===== src/verilog/cp_seq_regs.svh =====
// Purpose: named constants for the coprocessor transfer sequencer
// Assumes: word accesses, 32-bit addresses
// Notes: offsets are relative to the instruction address, except the word step OFS_STEP
`ifndef CP_SEQ_REGS_SVH
`define CP_SEQ_REGS_SVH
`define SIZE_WORD 2'h2
`define SIZE_UNUSED 2'h0
`define SIZE_HALF 2'h1
`define OFS_PC8 32'h0000_0008
`define OFS_PC12 32'h0000_000C
`define OFS_STEP 32'h0000_0004
`define OFS_NEXT_NARROW 32'h0000_0004
`define MODE_UNDEF 5'h04
`define REG_ZERO 4'h0
`endif


===== src/verilog/cp_seq_pkg.sv =====
// Purpose: types for the coprocessor transfer sequencer
// Assumes: nothing beyond the constants header
// Notes: one-hot state codes written out
package cp_seq_pkg;
   typedef enum logic [1:0] {OP_MEM_STORE = 2'h0, OP_REG_LOAD = 2'h1, OP_REG_STORE = 2'h2, OP_OTHER = 2'h3} op_t;
   typedef enum logic [7:0] {
      ST_IDLE = 8'h01,
      ST_OFFER = 8'h02,
      ST_BUSY = 8'h04,
      ST_XFER = 8'h08,
      ST_WRITEBACK = 8'h10,
      ST_TRAP_INT = 8'h20,
      ST_TRAP_F1 = 8'h40,
      ST_TRAP_F2 = 8'h80
   } state_t;
endpackage : cp_seq_pkg


===== src/verilog/cp_bus_if.sv =====
// Purpose: bus-cycle bundle from the sequencer to its output stage
// Assumes: single clock
// Notes: combinational values; the output stage registers them
`timescale 1ns/1ps
interface cp_bus_if;
   logic [31:0] addr;
   logic [31:0] wdata;
   logic [1:0] size;
   logic wnr;
   logic mreq_n;
   logic burst;
   logic fetch_n;
   logic cpi_n;
   logic [4:0] mode;
   logic tflag;
   logic user_n;
   modport src (output addr, wdata, size, wnr, mreq_n, burst, fetch_n, cpi_n, mode, tflag, user_n);
   modport dst (input addr, wdata, size, wnr, mreq_n, burst, fetch_n, cpi_n, mode, tflag, user_n);
endinterface : cp_bus_if


===== src/verilog/cp_bus_reg.sv =====
// Purpose: registers every bus output of the sequencer
// Assumes: rstn asynchronous, active low
// Notes: idle values hold the bus quiet
`timescale 1ns/1ps
`include "cp_seq_regs.svh"
module cp_bus_reg (
   input wire logic clk,
   input wire logic rstn,
   cp_bus_if.dst nx,
   output logic [31:0] address,
   output logic [31:0] write_data,
   output logic [1:0] access_size,
   output logic write_not_read,
   output logic mem_request_n,
   output logic burst_continue,
   output logic instr_fetch_n,
   output logic coproc_instr_n,
   output logic [4:0] proc_mode,
   output logic instr_set_flag,
   output logic user_access_n
);
   // Pure pipeline register, quiet bus during reset
   always_ff @(posedge clk or negedge rstn)
   begin
      if (!rstn)
      begin
         address <= 32'h0000_0000;
         write_data <= 32'h0000_0000;
         access_size <= `SIZE_UNUSED;
         write_not_read <= 1'b0;
         mem_request_n <= 1'b1;
         burst_continue <= 1'b0;
         instr_fetch_n <= 1'b1;
         coproc_instr_n <= 1'b1;
         proc_mode <= 5'h00;
         instr_set_flag <= 1'b0;
         user_access_n <= 1'b0;
      end
      else
      begin
         address <= nx.addr;
         write_data <= nx.wdata;
         access_size <= nx.size;
         write_not_read <= nx.wnr;
         mem_request_n <= nx.mreq_n;
         burst_continue <= nx.burst;
         instr_fetch_n <= nx.fetch_n;
         coproc_instr_n <= nx.cpi_n;
         proc_mode <= nx.mode;
         instr_set_flag <= nx.tflag;
         user_access_n <= nx.user_n;
      end
   end
endmodule : cp_bus_reg


===== src/verilog/coproc_transfer_sequencer.sv =====
// Purpose: sequences coprocessor handshake bus cycles for transfers, register moves and the undefined trap
// Assumes: handshake inputs synchronous to clk; coprocessor ends transfers itself
// Notes: outputs except busy lag the state by one register stage
// Summary of operation
// - Coprocessor-to-memory transfer runs like memory-to-coprocessor, but writes during data cycles.
// - Word accesses, burst high until final cycle; coprocessor raises both lines last.
// - Busy cycles at pc+8, request off, not fetching, offer held, until wait low.
// - Register load from coprocessor moves exactly one word with the same busy-wait.
// - Received word written to destination register in third cycle after busy.
// - Final write-back cycle may merge with next prefetch as nonsequential cycle.
// - Load presents pc+12, no request, read, while coprocessor gives word; then burst.
// - Store to coprocessor is the load sequence without its final cycle.
// - Store data cycle drives register on data bus, write, pc+12, request, offer off.
// - Instructions nobody can execute, undefined ones included, take the undefined trap.
// - Trap: offer, fetch request at the offer address, then fetch trap address and next, mode 00100.
// - No coprocessor instruction is offered in compressed 16-bit state.
`timescale 1ns/1ps
`include "cp_seq_regs.svh"
module coproc_transfer_sequencer
   import cp_seq_pkg::*;
(
   input wire logic clk,
   input wire logic rstn,
   input wire logic start,
   input wire cp_seq_pkg::op_t op,
   input wire logic undefined_op,
   input wire logic narrow_state,
   input wire logic [31:0] pc,
   input wire logic [31:0] xfer_base,
   input wire logic [31:0] trap_vector,
   input wire logic [31:0] src_reg_value,
   input wire logic [3:0] dest_reg,
   input wire logic [4:0] cur_mode,
   input wire logic cur_user_n,
   input wire logic coproc_absent,
   input wire logic coproc_wait,
   input wire logic [31:0] coproc_word,
   output logic [31:0] address,
   output logic [31:0] write_data,
   output logic [1:0] access_size,
   output logic write_not_read,
   output logic mem_request_n,
   output logic burst_continue,
   output logic instr_fetch_n,
   output logic coproc_instr_n,
   output logic [4:0] proc_mode,
   output logic instr_set_flag,
   output logic user_access_n,
   output logic reg_we,
   output logic [3:0] reg_waddr,
   output logic [31:0] reg_wdata,
   output logic merge_prefetch,
   output logic busy,
   output logic trap_taken
);
   import cp_seq_pkg::*;

   cp_bus_if nx ();
   state_t state_r, state_nxt;
   op_t op_r, op_nxt;
   logic [31:0] pc_r, pc_nxt;
   logic [31:0] addr_r, addr_nxt;
   logic [31:0] vec_r, vec_nxt;
   logic [31:0] src_r, src_nxt;
   logic [31:0] word_r, word_nxt;
   logic [3:0] dest_r, dest_nxt;
   logic [4:0] mode_r, mode_nxt;
   logic user_r, user_nxt;
   logic narrow_r, narrow_nxt;
   logic we_r, we_nxt;
   logic merge_r, merge_nxt;
   logic trap_r, trap_nxt;
   logic force_r, force_nxt;
   logic busy_r, busy_nxt;
   logic accept;
   logic last;

   // Handshake decode: accepted when wait low; last when both high
   assign accept = !coproc_wait;
   assign last = coproc_absent && coproc_wait;

   // Sequencer next state and per-cycle bus values
   always_comb
   begin
      state_nxt = state_r;
      op_nxt = op_r;
      pc_nxt = pc_r;
      addr_nxt = addr_r;
      vec_nxt = vec_r;
      src_nxt = src_r;
      word_nxt = word_r;
      dest_nxt = dest_r;
      mode_nxt = mode_r;
      user_nxt = user_r;
      narrow_nxt = narrow_r;
      we_nxt = 1'b0;
      merge_nxt = 1'b0;
      trap_nxt = 1'b0;
      force_nxt = force_r;
      nx.addr = pc_r + (narrow_r ? `OFS_NEXT_NARROW : `OFS_PC8);
      nx.wdata = 32'h0000_0000;
      nx.size = narrow_r ? `SIZE_HALF : `SIZE_WORD;
      nx.wnr = 1'b0;
      nx.mreq_n = 1'b1;
      nx.burst = 1'b0;
      nx.fetch_n = 1'b1;
      nx.cpi_n = 1'b1;
      nx.mode = mode_r;
      nx.tflag = narrow_r;
      nx.user_n = user_r;
      case (state_r)
         ST_IDLE:
         begin
            if (start)
            begin
               op_nxt = op;
               pc_nxt = pc;
               addr_nxt = xfer_base;
               vec_nxt = trap_vector;
               src_nxt = src_reg_value;
               dest_nxt = dest_reg;
               mode_nxt = cur_mode;
               user_nxt = cur_user_n;
               narrow_nxt = narrow_state;
               // Unexecutable ops still spend the offer cycle, then trap whatever the handshake says
               force_nxt = undefined_op || narrow_state || (op == OP_OTHER);
               state_nxt = ST_OFFER;
            end
         end
         ST_OFFER, ST_BUSY:
         begin
            // Offer at pc+8; first cycle is also the opcode fetch; no offer in narrow state
            nx.cpi_n = narrow_r;
            nx.fetch_n = (state_r == ST_BUSY);
            if (force_r)
               state_nxt = ST_TRAP_INT;
            else if (accept)
            begin
               // Memory transfer requests at once; register moves announce a sequential cycle
               nx.mreq_n = (op_r != OP_MEM_STORE);
               nx.burst = (op_r != OP_MEM_STORE);
               state_nxt = ST_XFER;
            end
            else if (coproc_absent)
               state_nxt = ST_TRAP_INT;
            else
               state_nxt = ST_BUSY;
         end
         ST_XFER:
         begin
            case (op_r)
               OP_MEM_STORE:
               begin
                  // Coprocessor drives data, core writes memory
                  nx.addr = addr_r;
                  nx.wnr = 1'b1;
                  nx.mreq_n = 1'b0;
                  nx.burst = !last;
                  addr_nxt = addr_r + `OFS_STEP;
                  if (last)
                     state_nxt = ST_IDLE;
               end
               OP_REG_LOAD:
               begin
                  // Single word captured; no memory request
                  nx.addr = pc_r + `OFS_PC12;
                  word_nxt = coproc_word;
                  state_nxt = ST_WRITEBACK;
               end
               default:
               begin
                  // Store: register value out, request on, single cycle
                  nx.addr = pc_r + `OFS_PC12;
                  nx.wdata = src_r;
                  nx.wnr = 1'b1;
                  nx.mreq_n = 1'b0;
                  state_nxt = ST_IDLE;
               end
            endcase
         end
         ST_WRITEBACK:
         begin
            // Third cycle: register write merged with the N-cycle prefetch
            nx.addr = pc_r + `OFS_PC12;
            nx.mreq_n = 1'b0;
            nx.burst = 1'b1;
            we_nxt = 1'b1;
            merge_nxt = 1'b1;
            state_nxt = ST_IDLE;
         end
         ST_TRAP_INT:
         begin
            // Fetch request cycle, offer withdrawn; defaults repeat the cycle 1 address and size
            nx.fetch_n = 1'b0;
            nx.mreq_n = 1'b0;
            state_nxt = ST_TRAP_F1;
         end
         ST_TRAP_F1, ST_TRAP_F2:
         begin
            nx.addr = (state_r == ST_TRAP_F1) ? vec_r : vec_r + `OFS_STEP;
            nx.mreq_n = 1'b0;
            nx.burst = 1'b1;
            nx.fetch_n = 1'b0;
            nx.mode = `MODE_UNDEF;
            nx.tflag = 1'b0;
            nx.user_n = 1'b1;
            trap_nxt = (state_r == ST_TRAP_F1);
            state_nxt = (state_r == ST_TRAP_F1) ? ST_TRAP_F2 : ST_IDLE;
            if (state_r == ST_TRAP_F2)
            begin
               mode_nxt = `MODE_UNDEF;
               narrow_nxt = 1'b0;
               user_nxt = 1'b1;
            end
         end
         default:
            state_nxt = ST_IDLE;
      endcase
      busy_nxt = (state_nxt != ST_IDLE);
   end

   // State registers only
   always_ff @(posedge clk or negedge rstn)
   begin
      if (!rstn)
      begin
         state_r <= ST_IDLE;
         op_r <= OP_MEM_STORE;
         pc_r <= 32'h0000_0000;
         addr_r <= 32'h0000_0000;
         vec_r <= 32'h0000_0000;
         src_r <= 32'h0000_0000;
         word_r <= 32'h0000_0000;
         dest_r <= `REG_ZERO;
         mode_r <= 5'h00;
         user_r <= 1'b0;
         narrow_r <= 1'b0;
         we_r <= 1'b0;
         merge_r <= 1'b0;
         trap_r <= 1'b0;
         force_r <= 1'b0;
         busy_r <= 1'b0;
      end
      else
      begin
         state_r <= state_nxt;
         op_r <= op_nxt;
         pc_r <= pc_nxt;
         addr_r <= addr_nxt;
         vec_r <= vec_nxt;
         src_r <= src_nxt;
         word_r <= word_nxt;
         dest_r <= dest_nxt;
         mode_r <= mode_nxt;
         user_r <= user_nxt;
         narrow_r <= narrow_nxt;
         we_r <= we_nxt;
         merge_r <= merge_nxt;
         trap_r <= trap_nxt;
         force_r <= force_nxt;
         busy_r <= busy_nxt;
      end
   end

   // Register-file write and status straight from flip-flops
   assign reg_we = we_r;
   assign reg_waddr = dest_r;
   assign reg_wdata = word_r;
   assign merge_prefetch = merge_r;
   assign trap_taken = trap_r;
   assign busy = busy_r;

   // Output stage registers the bus cycle
   cp_bus_reg u_bus (
      .clk(clk),
      .rstn(rstn),
      .nx(nx),
      .address(address),
      .write_data(write_data),
      .access_size(access_size),
      .write_not_read(write_not_read),
      .mem_request_n(mem_request_n),
      .burst_continue(burst_continue),
      .instr_fetch_n(instr_fetch_n),
      .coproc_instr_n(coproc_instr_n),
      .proc_mode(proc_mode),
      .instr_set_flag(instr_set_flag),
      .user_access_n(user_access_n)
   );
endmodule : coproc_transfer_sequencer


===== config.mk =====
export PLATFORM = sky130hd
export DESIGN_NAME = coproc_transfer_sequencer
export DESIGN_NICKNAME = d
export VERILOG_FILES = /design/src/verilog/cp_seq_pkg.sv /design/src/verilog/cp_bus_if.sv /design/src/verilog/cp_bus_reg.sv /design/src/verilog/coproc_transfer_sequencer.sv
export VERILOG_INCLUDE_DIRS = /design/src /design/src/verilog
export SDC_FILE = /design/constraint.sdc
export NUM_CORES = 1
export LEC_CHECK = 0
export BUFFER_PORTS_ARGS = -buffer_cell sky130_fd_sc_hd__buf_2
export CORE_MARGIN = 2
export CORE_UTILIZATION = 54
export CTS_CLUSTER_DIAMETER = 150
export DETAILED_ROUTE_END_ITERATION = 8
export GPL_TIMING_DRIVEN = 0
export PLACE_DENSITY_LB_ADDON = 0.15
export SLEW_MARGIN = 0
export SYNTH_ARGS = -nofsm -noshare
export SYNTH_HDL_FRONTEND = slang
export SYNTH_SLANG_ARGS = --single-unit

===== constraint.sdc =====
create_clock -name clk -period 3.3 [get_ports clk]
set_input_delay 0.165 -clock clk [delete_from_list [all_inputs] [get_ports clk]]
set_output_delay 0.165 -clock clk [all_outputs]
set_load 0.05 [all_outputs]

==> summary.md, run 1 <==
| Metric | Value |
|---|---|
| Sequential share of the synthesized area | 0.524 |
| Internal power | 8.33 mW |
| Kind of critical path | reg2reg |
| Yosys reg bits | 263 |
| P&R area growth vs syn | 37.5% |
| First-pass GRT wire length | 66.4 mm |
| Clk sink count | 263 |
| Drt via density | 5.57 |
| Final min period | 3.17 ns |
| Number of core rows | 55 |
| Vias | 12300 |
| CP Max Fanout | 11 |
| Sw Pwr | 6.49 mW |
| Clock power share | 0.226 |
| Dpl cells | 1977 |
| Yosys warning total | 0 |
| P_leak | 8.48 nW |
| Mean Syn Cell Area | 9.21 um2 |
| Switching Fraction | 0.438 |
| Ys flop type | dfrtp_1 |
| CP endpoint kind | flip-flop |
| Post-Syn Area | 12600 um2 |
| DIE HEIGHT | 157 um |
| Post-route clock period utilization | 0.961 |
| IO Port Bufs | 296 |
| GP Congestion | 0.955 |
| Layout cells sized above 1 | 0.223 |
| Final setup TNS | 0 ns |
| Worst setup SP type | flip-flop |
| # Post-CTS Setup Buffers | 0 |
| H-tree levels | 1 |
| Starting Density | 0.552 |
| Post-Layout Cell Count | 2208 |
| CTS buffer count | 28 |
| Cells after Synth | 1366 |
| R2r endpoint | reg_wdata[23] |
| Die footprint | 24500 um2 |
| Synth area leaders | dfrtp_1 (52%), nand2_1 (12%), xnor2_1 (3.1%) |
| Largest net degree at the start of global routing | 107 |
| Reg-to-reg slack, setup | 0.13 ns |
| Gr usage total | 0.349 |
| Synth top cells by count | nand2_1 (389), dfrtp_1 (259), clkbuf_1 (72), nor2_1 (70), a21oi_1 (58) |
| Final Core Density | 0.759 |
| Initial antenna violation count | 1 |
| Clk pin slew, worst setup/hold paths | 0.06 ns |
| Most common cell in the synthesized netlist | nand2_1 |
| Number of synthesized flops with an enable pin | 0 |
| 1st-iter DRT viols | 1090 |
| Min-Delay Path Class | in2reg |
| Core area | 22800 um2 |
| Critical Path Source | state_r[1] |
| Crit path DAT | 3.61 ns |
| NumNets Final | 2055 |
| Library cells used by synthesis | 57 |
| Relative slew slack | 0.343 |
| Peak VDD IR | 0.546 mV |
| Measured slew at the worst slew-check pin | 0.977 ns |
| Status | finished, final reports clean |
| Setup crit end | reg_wdata[23] |
| Max-Cap Viols | 0 |
| Mapped Nets | 1551 |
| Final setup viols | 0 |
| Number of global-route vias before repair | 12000 |
| Drt wl/cell | 19.4 um |
| Remaining DRCs | 0 |
| Power Density | 858 nW/um2 |
| Die X | 157 um |
| Gate power share | 0.409 |
| CTS Root Cell | clkbuf_16 |
| Seq pwr share | 0.365 |
| Critical R2R Launch | state_r[1] |
| Clk_skew | 0.0112 ns |
| R2R cell count | 6 |
| Post-synth ARST share | 1.00 |
| RSZ-0062 raised after global routing | false |
| Final Slew Violations | 0 |
| Top-area cell type share of the netlist area | 0.515 |
| GR Overflow Total | 0 |
| Final Hold Viols | 0 |
| Bufs on Longest Clock Path | 3 |
| Final wirelength | 42.9 mm |
| Final ANT Viol Nets | 0 |
| Required time of the worst setup path | 3.74 ns |
| Synth area leader | dfrtp_1 |
| Dpl hpwl | 28.0 mm |
| Io pins | 297 |
| Detailed Routing Iterations Pass 1 | 5 |
| Fmax | 315 MHz |
| Clk Latency, worst-skew pair | 0.56 ns |
| CTS tree | built |
## flip-flops by register name (all words and copies together), names as in the netlist, 2 cells and up
signal	flops
reg_waddr	4
u_bus.write_data	32
u_bus.address	32
reg_wdata	32
vec_r	32
u_bus.access_size	2
src_r	32
pc_r	32
u_bus.proc_mode	5
addr_r	32
state_r	8
mode_r	5
op_r	2
## power groups by stage
| stage | sequential (mW) | clock [mW] | combinational (mW) |
|---|---|---|---|
| 3_5_place_dp | 5.38 | 0 | 5.74 |
| 6_report | 5.41 | 3.36 | 6.06 |
| 2_1_floorplan | 6.46 | 0 | 2.83 |
| 4_1_cts | 5.34 | 3.38 | 5.94 |
| 3_3_place_gp | 5.33 | 0 | 5.63 |
| 5_1_grt | 5.53 | 3.52 | 6.55 |
## placed cells by master (no fill, tap or decap), types with 11 or more instances in the layout
cell type / n
nand2_1: 389
xnor2_1: 44
a22oi_1: 17
inv_1: 16
xor2_1: 42
clkbuf_8: 11
o22ai_1: 12
nor3_1: 21
mux2_2: 32
dfrtp_1: 259
nor2_1: 69
buf_2: 313
a21oi_1: 58
and3_1: 42
clkbuf_16: 28
nand3_1: 32
a222oi_1: 16
dlygate4sd3_1: 176
o21ai_0: 43
nand4_1: 39
clkbuf_1: 77
nor4_1: 22
## routing by layer
metal / vias to the layer above / GRT usage / routed length [um]
met4: 0 / 0.100 / 1200
met3: 85 / 0.0609 / 3960
met5: - / 0 / 0
met2: 645 / 0.567 / 20300
li1: 5680 / - / -
met1: 5898 / 0.487 / 17400
## stage by stage
| step | hold WS [ns] | setup slack [ns] | cell area (um2) | power [mW] |
|---|---|---|---|---|
| 2_1_floorplan | -0.131 | 1.01 | 12600 | 9.29 |
| 3_3_place_gp | 0.354 | -2.59 | 14400 | 11.0 |
| 3_5_place_dp | 0.155 | 0.198 | 14500 | 11.1 |
| 4_1_cts | 0.00184 | 0.193 | 17300 | 14.7 |
| 5_1_grt | 0.00607 | 0.0315 | 17300 | 15.6 |
| 6_report | 0.0209 | 0.129 | 17300 | 14.8 |
## repair_timing
action,4_1_cts,5_1_grt
endpoints found under the setup margin,0,1
hold endpoints to repair,245,0
hold buffers,176,0
gates resized for setup,0,1
## cells by family after synthesis
logic type	synth area share
and+or+nand+nor	0.243
muxes	0.0334
buffers and inverters	0.0397
adders and majority gates	0.00657
DFF	0.524
AOI/OAI and AO/OA	0.0940
xor gates and xnor gates	0.0599
## worst min-delay path by stage
stage | from | to | slack [ns] | depth (start not counted)
3_5_place_dp | rstn | u_bus.proc_mode[3] | 0.16 | 1
5_1_grt | xfer_base[11] | addr_r[11] | 0.006 | 3
4_1_cts | xfer_base[11] | addr_r[11] | 0.002 | 3
6_report | xfer_base[11] | addr_r[11] | 0.02 | 3
2_1_floorplan | rstn | addr_r[0] | -0.13 | 0
3_3_place_gp | trap_vector[3] | vec_r[3] | 0.35 | 3
## critical path, cell delays in order (launching register included)
cell and delay (ns):
dfrtp_1 0.48, or4_1 0.54, clkbuf_1 0.18, nor3_1 0.66, nand2_1 0.39, clkbuf_1 0.42
mux2_2 0.38
## area by class of cell
type,count,area [um2]
diodes,3,7.51
clock inverters,8,126
clock buffers,44,871
plain buffers,102,432
inverters,18,67.6
well taps,313,392
flip-flops and latches,263,6590
fillers,1542,5490
repair buffers,474,3310
multi-input cells,983,5500
Power figures use the tool's default switching activity.
==> run 2: changes to the inputs <==
==> constraint.sdc (replaced) <==
create_clock -name clk -period 3.3 [get_ports clk]
set_input_delay 0.33 -clock clk [delete_from_list [all_inputs] [get_ports clk]]
set_output_delay 0.33 -clock clk [all_outputs]
set_load 0.05 [all_outputs]
==> summary.md, run 2 (synthesis results as in run 1) <==
| Metric | Value |
|---|---|
| Layout cells sized above 1 | 0.228 |
| Clk sink count | 263 |
| Setup WS pre-CTS | 0.198 ns |
| Vias | 12000 |
| Crit path DAT | 3.61 ns |
| Clock power share | 0.228 |
| Io pins | 297 |
| Required time of the worst setup path | 3.74 ns |
| CP dominant cell by count | clkbuf_1 |
| Final setup TNS | 0 ns |
| Kind of critical path | reg2reg |
| Clk Latency, worst-skew pair | 0.56 ns |
| Starting Density | 0.552 |
| CTS tree | built |
| Hold Startpoint | pc[20] |
| Die X | 157 um |
| Initial antenna violation count | 0 |
| Detailed Routing Iterations Pass 1 | 5 |
| Clk_skew | 0.0148 ns |
| Relative slew slack | 0.352 |
| Final min period | 3.16 ns |
| Die footprint | 24500 um2 |
| GR Overflow Total | 0 |
| Measured slew at the worst slew-check pin | 0.963 ns |
| Bufs on Longest Clock Path | 3 |
| # Post-CTS Setup Buffers | 0 |
| Worst setup SP type | flip-flop |
| Sw Pwr | 6.46 mW |
| Most common cell after layout, fill and taps aside | nand2_1 |
| GP Congestion | 0.955 |
| P&R area growth vs syn | 33.2% |
| Peak VDD IR | 0.547 mV |
| Number of core rows | 55 |
| Setup ws final | 0.135 ns |
| Final Core Density | 0.735 |
| Dpl hpwl | 28.0 mm |
| Post-cts sizing count | 0 |
| Dpl cells | 1977 |
| DIE HEIGHT | 157 um |
| Min-Delay Path Class | in2reg |
| Total power draw | 14.8 mW |
| Worst Hold Slack | 0.0000935 ns |
| Final Slew Violations | 0 |
| Drt via density | 5.57 |
| H-tree levels | 1 |
| Drt wl/cell | 19.3 um |
| Finished Cell Area | 16700 um2 |
| Core area | 22800 um2 |
| Max-Cap Viols | 0 |
| Largest net degree at the start of global routing | 107 |
| Seq pwr share | 0.366 |
| Most frequent cells in the layout | nand2_1 (389), buf_2 (313), dfrtp_1 (259), dlygate4sd3_1 (123), clkbuf_1 (77) |
| IO Port Bufs | 296 |
| Critical R2R Launch | state_r[1] |
| Status | finished, final reports clean |
| Final ANT Viol Nets | 0 |
| P_leak | 8.25 nW |
| Worst Path Buf+Inv | 2 |
| Power Density | 881 nW/um2 |
| CTS buffer count | 28 |
| Crit path cell chain | or4_1 > clkbuf_1 > nor3_1 > nand2_1 > clkbuf_1 > mux2_2 |
| Critical Path Source | state_r[1] |
| Post-route clock period utilization | 0.959 |
| Number of global-route vias before repair | 11700 |
| RSZ-0062 raised after global routing | false |
| N_diodes | 0 |
| NumNets Final | 2002 |
| CTS Root Cell | clkbuf_16 |
| 1st-iter DRT viols | 1129 |
| Gate power share | 0.406 |
| Internal power | 8.29 mW |
| CP endpoint kind | flip-flop |
| Final setup viols | 0 |
| Switching Fraction | 0.438 |
| Gr usage total | 0.336 |
| Remaining DRCs | 0 |
| Fmax | 316 MHz |
| Clk pin slew, worst setup/hold paths | 0.07 ns |
| Area after DPL | 14500 um2 |
| Crit-path leading delay family | simple AND/OR/NAND/NOR gates |
| First-pass GRT wire length | 63.8 mm |
| Critical path's slowest cell | nor3_1 |
| Post-Layout Cell Count | 2152 |
| Worst stage delay on the critical path | 0.65 ns |
| Final wirelength | 41.5 mm |
| Final Hold Viols | 0 |
| CP Max Fanout | 10 |
-- run 2: cell count changes in the layout (fill, tap and decap cells not counted) --
cell	before	now
dlygate4sd3_1	176	123
diode_2	3	0
nor2_1	69	70
nor2_2	1	0
-- run 2: worst paths after layout --
check,slack [ns],endpoint,cells after the start
worst min-delay path,0.00009,pc_r[20],3
worst max-delay path,0.14,reg_wdata[24],6
min in group asynchronous,0.31,u_bus.proc_mode[3],2
worst min register to register,0.45,u_bus.access_size[0],0
worst max register to register,0.14,reg_wdata[24],6
max in group asynchronous,2.08,vec_r[29],3
-- run 2: timing repair --
action                                  in CTS  in global routing
endpoints found under the setup margin       0                  0
hold buffers                               122                  1
endpoints found under the hold margin      189                  1
-- run 2: final cells by class --
type | instances | area (um2)
clock buffer | 44 | 871
clock inverter | 8 | 126
sequential | 263 | 6590
multi-input combinational | 983 | 5500
fill | 1656 | 6030
tap | 313 | 392
inverter | 18 | 67.6
buffer | 102 | 432
timing repair buffer | 421 | 2780
-- run 2: worst reg2reg max path: stages (launching register included) --
cell and delay (ns):
dfrtp_1 0.47, or4_1 0.54, clkbuf_1 0.18, nor3_1 0.65
nand2_1 0.37, clkbuf_1 0.44, mux2_2 0.42
-- run 2: routing by layer --
metal	part of all wire	GRT usage
met1	0.41	0.468
met2	0.47	0.543
met3	0.087	0.0562
met4	0.033	0.107
met5	0	0
-- run 2: power by group through the flow --
| stage | registers [mW] | clock network, mW | logic [mW] |
|---|---|---|---|
| 2_1_floorplan | 6.46 | 0 | 2.83 |
| 3_3_place_gp | 5.33 | 0 | 5.63 |
| 3_5_place_dp | 5.38 | 0 | 5.74 |
| 4_1_cts | 5.34 | 3.38 | 5.89 |
| 5_1_grt | 5.52 | 3.53 | 6.48 |
| 6_report | 5.40 | 3.36 | 5.99 |
==> run 3: changes to the inputs <==
--- a/config.mk
+++ b/config.mk
@@ -6,7 +6,7 @@
 export SDC_FILE = /design/constraint.sdc
 export NUM_CORES = 1
 export LEC_CHECK = 0
-export BUFFER_PORTS_ARGS = -buffer_cell sky130_fd_sc_hd__buf_2
+export BUFFER_PORTS_ARGS = -buffer_cell sky130_fd_sc_hd__buf_4
 export CORE_MARGIN = 2
 export CORE_UTILIZATION = 54
 export CTS_CLUSTER_DIAMETER = 150
==> summary.md, run 3 (synthesis results as in run 1) <==
| Metric | Value |
|---|---|
| Final Slew Violations | 0 |
| Relative slew slack | 0.293 |
| Reg-to-reg slack, setup | 0.13 ns |
| Critical R2R Launch | state_r[1] |
| CP endpoint kind | flip-flop |
| Core area | 22800 um2 |
| Remaining DRCs | 0 |
| Largest net degree at the start of global routing | 93 |
| Max-Cap Viols | 0 |
| Setup WS pre-CTS | 0.104 ns |
| Final min period | 3.17 ns |
| Clk pin slew, worst setup/hold paths | 0.06 ns |
| Peak VDD IR | 0.659 mV |
| Min-Delay Path Class | in2reg |
| Status | finished, final reports clean |
| 1st-iter DRT viols | 1038 |
| Final Core Density | 0.755 |
| GP Congestion | 0.959 |
| GR Overflow Total | 0 |
| Measured slew at the worst slew-check pin | 1.05 ns |
| Number of core rows | 55 |
| Clk sink count | 263 |
| Gr usage total | 0.338 |
| Clk Latency, worst-skew pair | 0.55 ns |
| CTS tree | built |
| P&R area growth vs syn | 36.7% |
| P_leak | 8.33 nW |
| Clk_skew | 0.0178 ns |
| Io pins | 297 |
| Setup ws final | 0.132 ns |
| H-tree levels | 1 |
| Vias | 12000 |
| Drt via density | 5.65 |
| Dpl hpwl | 28.7 mm |
| Kind of critical path | reg2reg |
| Drt wl/cell | 19.7 um |
| Post-route clock period utilization | 0.960 |
| DIE HEIGHT | 157 um |
| First-pass GRT wire length | 64.0 mm |
| Crit path DAT | 3.59 ns |
| Most common cell after layout, fill and taps aside | nand2_1 |
| Total power draw | 14.9 mW |
| NumNets Final | 1979 |
| Die footprint | 24500 um2 |
| Fmax | 316 MHz |
| Number of global-route vias before repair | 11800 |
| Worst Hold End | pc_r[14] |
| CTS Root Cell | clkbuf_16 |
| Final setup viols | 0 |
| Final wirelength | 42.0 mm |
| Layout cells sized above 1 | 0.230 |
| R2R cell count | 6 |
| Required time of the worst setup path | 3.72 ns |
| Final ANT Viol Nets | 0 |
| Hold depth | 3 |
| Starting Density | 0.552 |
| CP Max Fanout | 10 |
| IO Port Bufs | 296 |
| Final Hold Viols | 0 |
| Worst setup SP type | flip-flop |
| Critical Path Source | state_r[1] |
| Most frequent cells in the layout | nand2_1 (389), buf_4 (300), dfrtp_1 (259), dlygate4sd3_1 (99), clkbuf_1 (78) |
| Initial antenna violation count | 0 |
| CTS buffer count | 29 |
| Die X | 157 um |
| Detailed Routing Iterations Pass 1 | 7 |
| R2r endpoint | reg_wdata[22] |
| RSZ-0062 raised after global routing | false |
| Hold Startpoint | pc[14] |
| Power Density | 866 nW/um2 |
| Bufs on Longest Clock Path | 3 |
[run 3: how the worst max path moves through the flow]
| stage | end | slack, ns | cells past startpoint |
|---|---|---|---|
| 6_report | reg_wdata[22] | 0.13 | 6 |
| 5_1_grt | reg_wdata[22] | 0.04 | 6 |
| 4_1_cts | narrow_r | 0.09 | 7 |
| 3_5_place_dp | narrow_r | 0.10 | 7 |
| 3_3_place_gp | src_r[28] | -0.20 | 1 |
| 2_1_floorplan | u_bus.address[29] | 1.01 | 10 |
[run 3: repair_timing]
item / in CTS / in global routing
setup endpoints to repair: 0 / 0
resized for setup: 0 / 0
hold buffers: 98 / 1
hold endpoints to repair: 176 / 1
buffers inserted: 0 / 0
[run 3: stage by stage]
stage | setup TNS [ns] | hold slack [ns] | instance area [um2] | instances
floorplan | 0 | 0.0344 | 12600 | 1366
global placement | -45.06 | 0.431 | 15200 | 1975
detailed placement | 0 | 0.348 | 15300 | 1977
CTS | 0 | 0.000107 | 17200 | 2126
global route | 0 | 0.00233 | 17200 | 2127
finish | 0 | 0.0113 | 17200 | 2128
[run 3: cell type report]
type	count	area, um2
flip-flops and latches	263	6590
fillers	1549	5590
multi-input cells	983	5500
repair buffers	397	3280
clock buffers	44	872
plain buffers	102	432
well taps	313	392
inverters	18	67.6
clock inverters	7	65.1
diodes	1	2.50
[run 3: power breakdown]
group | total (mW) | leakage [nW] | switching (mW) | internal (mW)
combinational | 6.26 | 4.62 | 4.19 | 2.07
sequential | 5.44 | 3.25 | 0.995 | 4.45
clock | 3.18 | 0.459 | 1.30 | 1.88
[run 3: routing by layer]
metal  GRT usage  wire length, um  vias to the layer above
met3      0.0662             4090                       86
li1            -                -                     5518
met5           0                0                        -
met4      0.0996             1250                        0
met1       0.456            16700                     5752
met2       0.558            20000                      675
[run 3: critical path: stages (launching register included)]
cell      delay, ns
dfrtp_1        0.47
or4_1          0.53
clkbuf_1       0.18
nor3_1         0.65
nand2_1        0.37
clkbuf_1       0.43
mux2_2         0.40
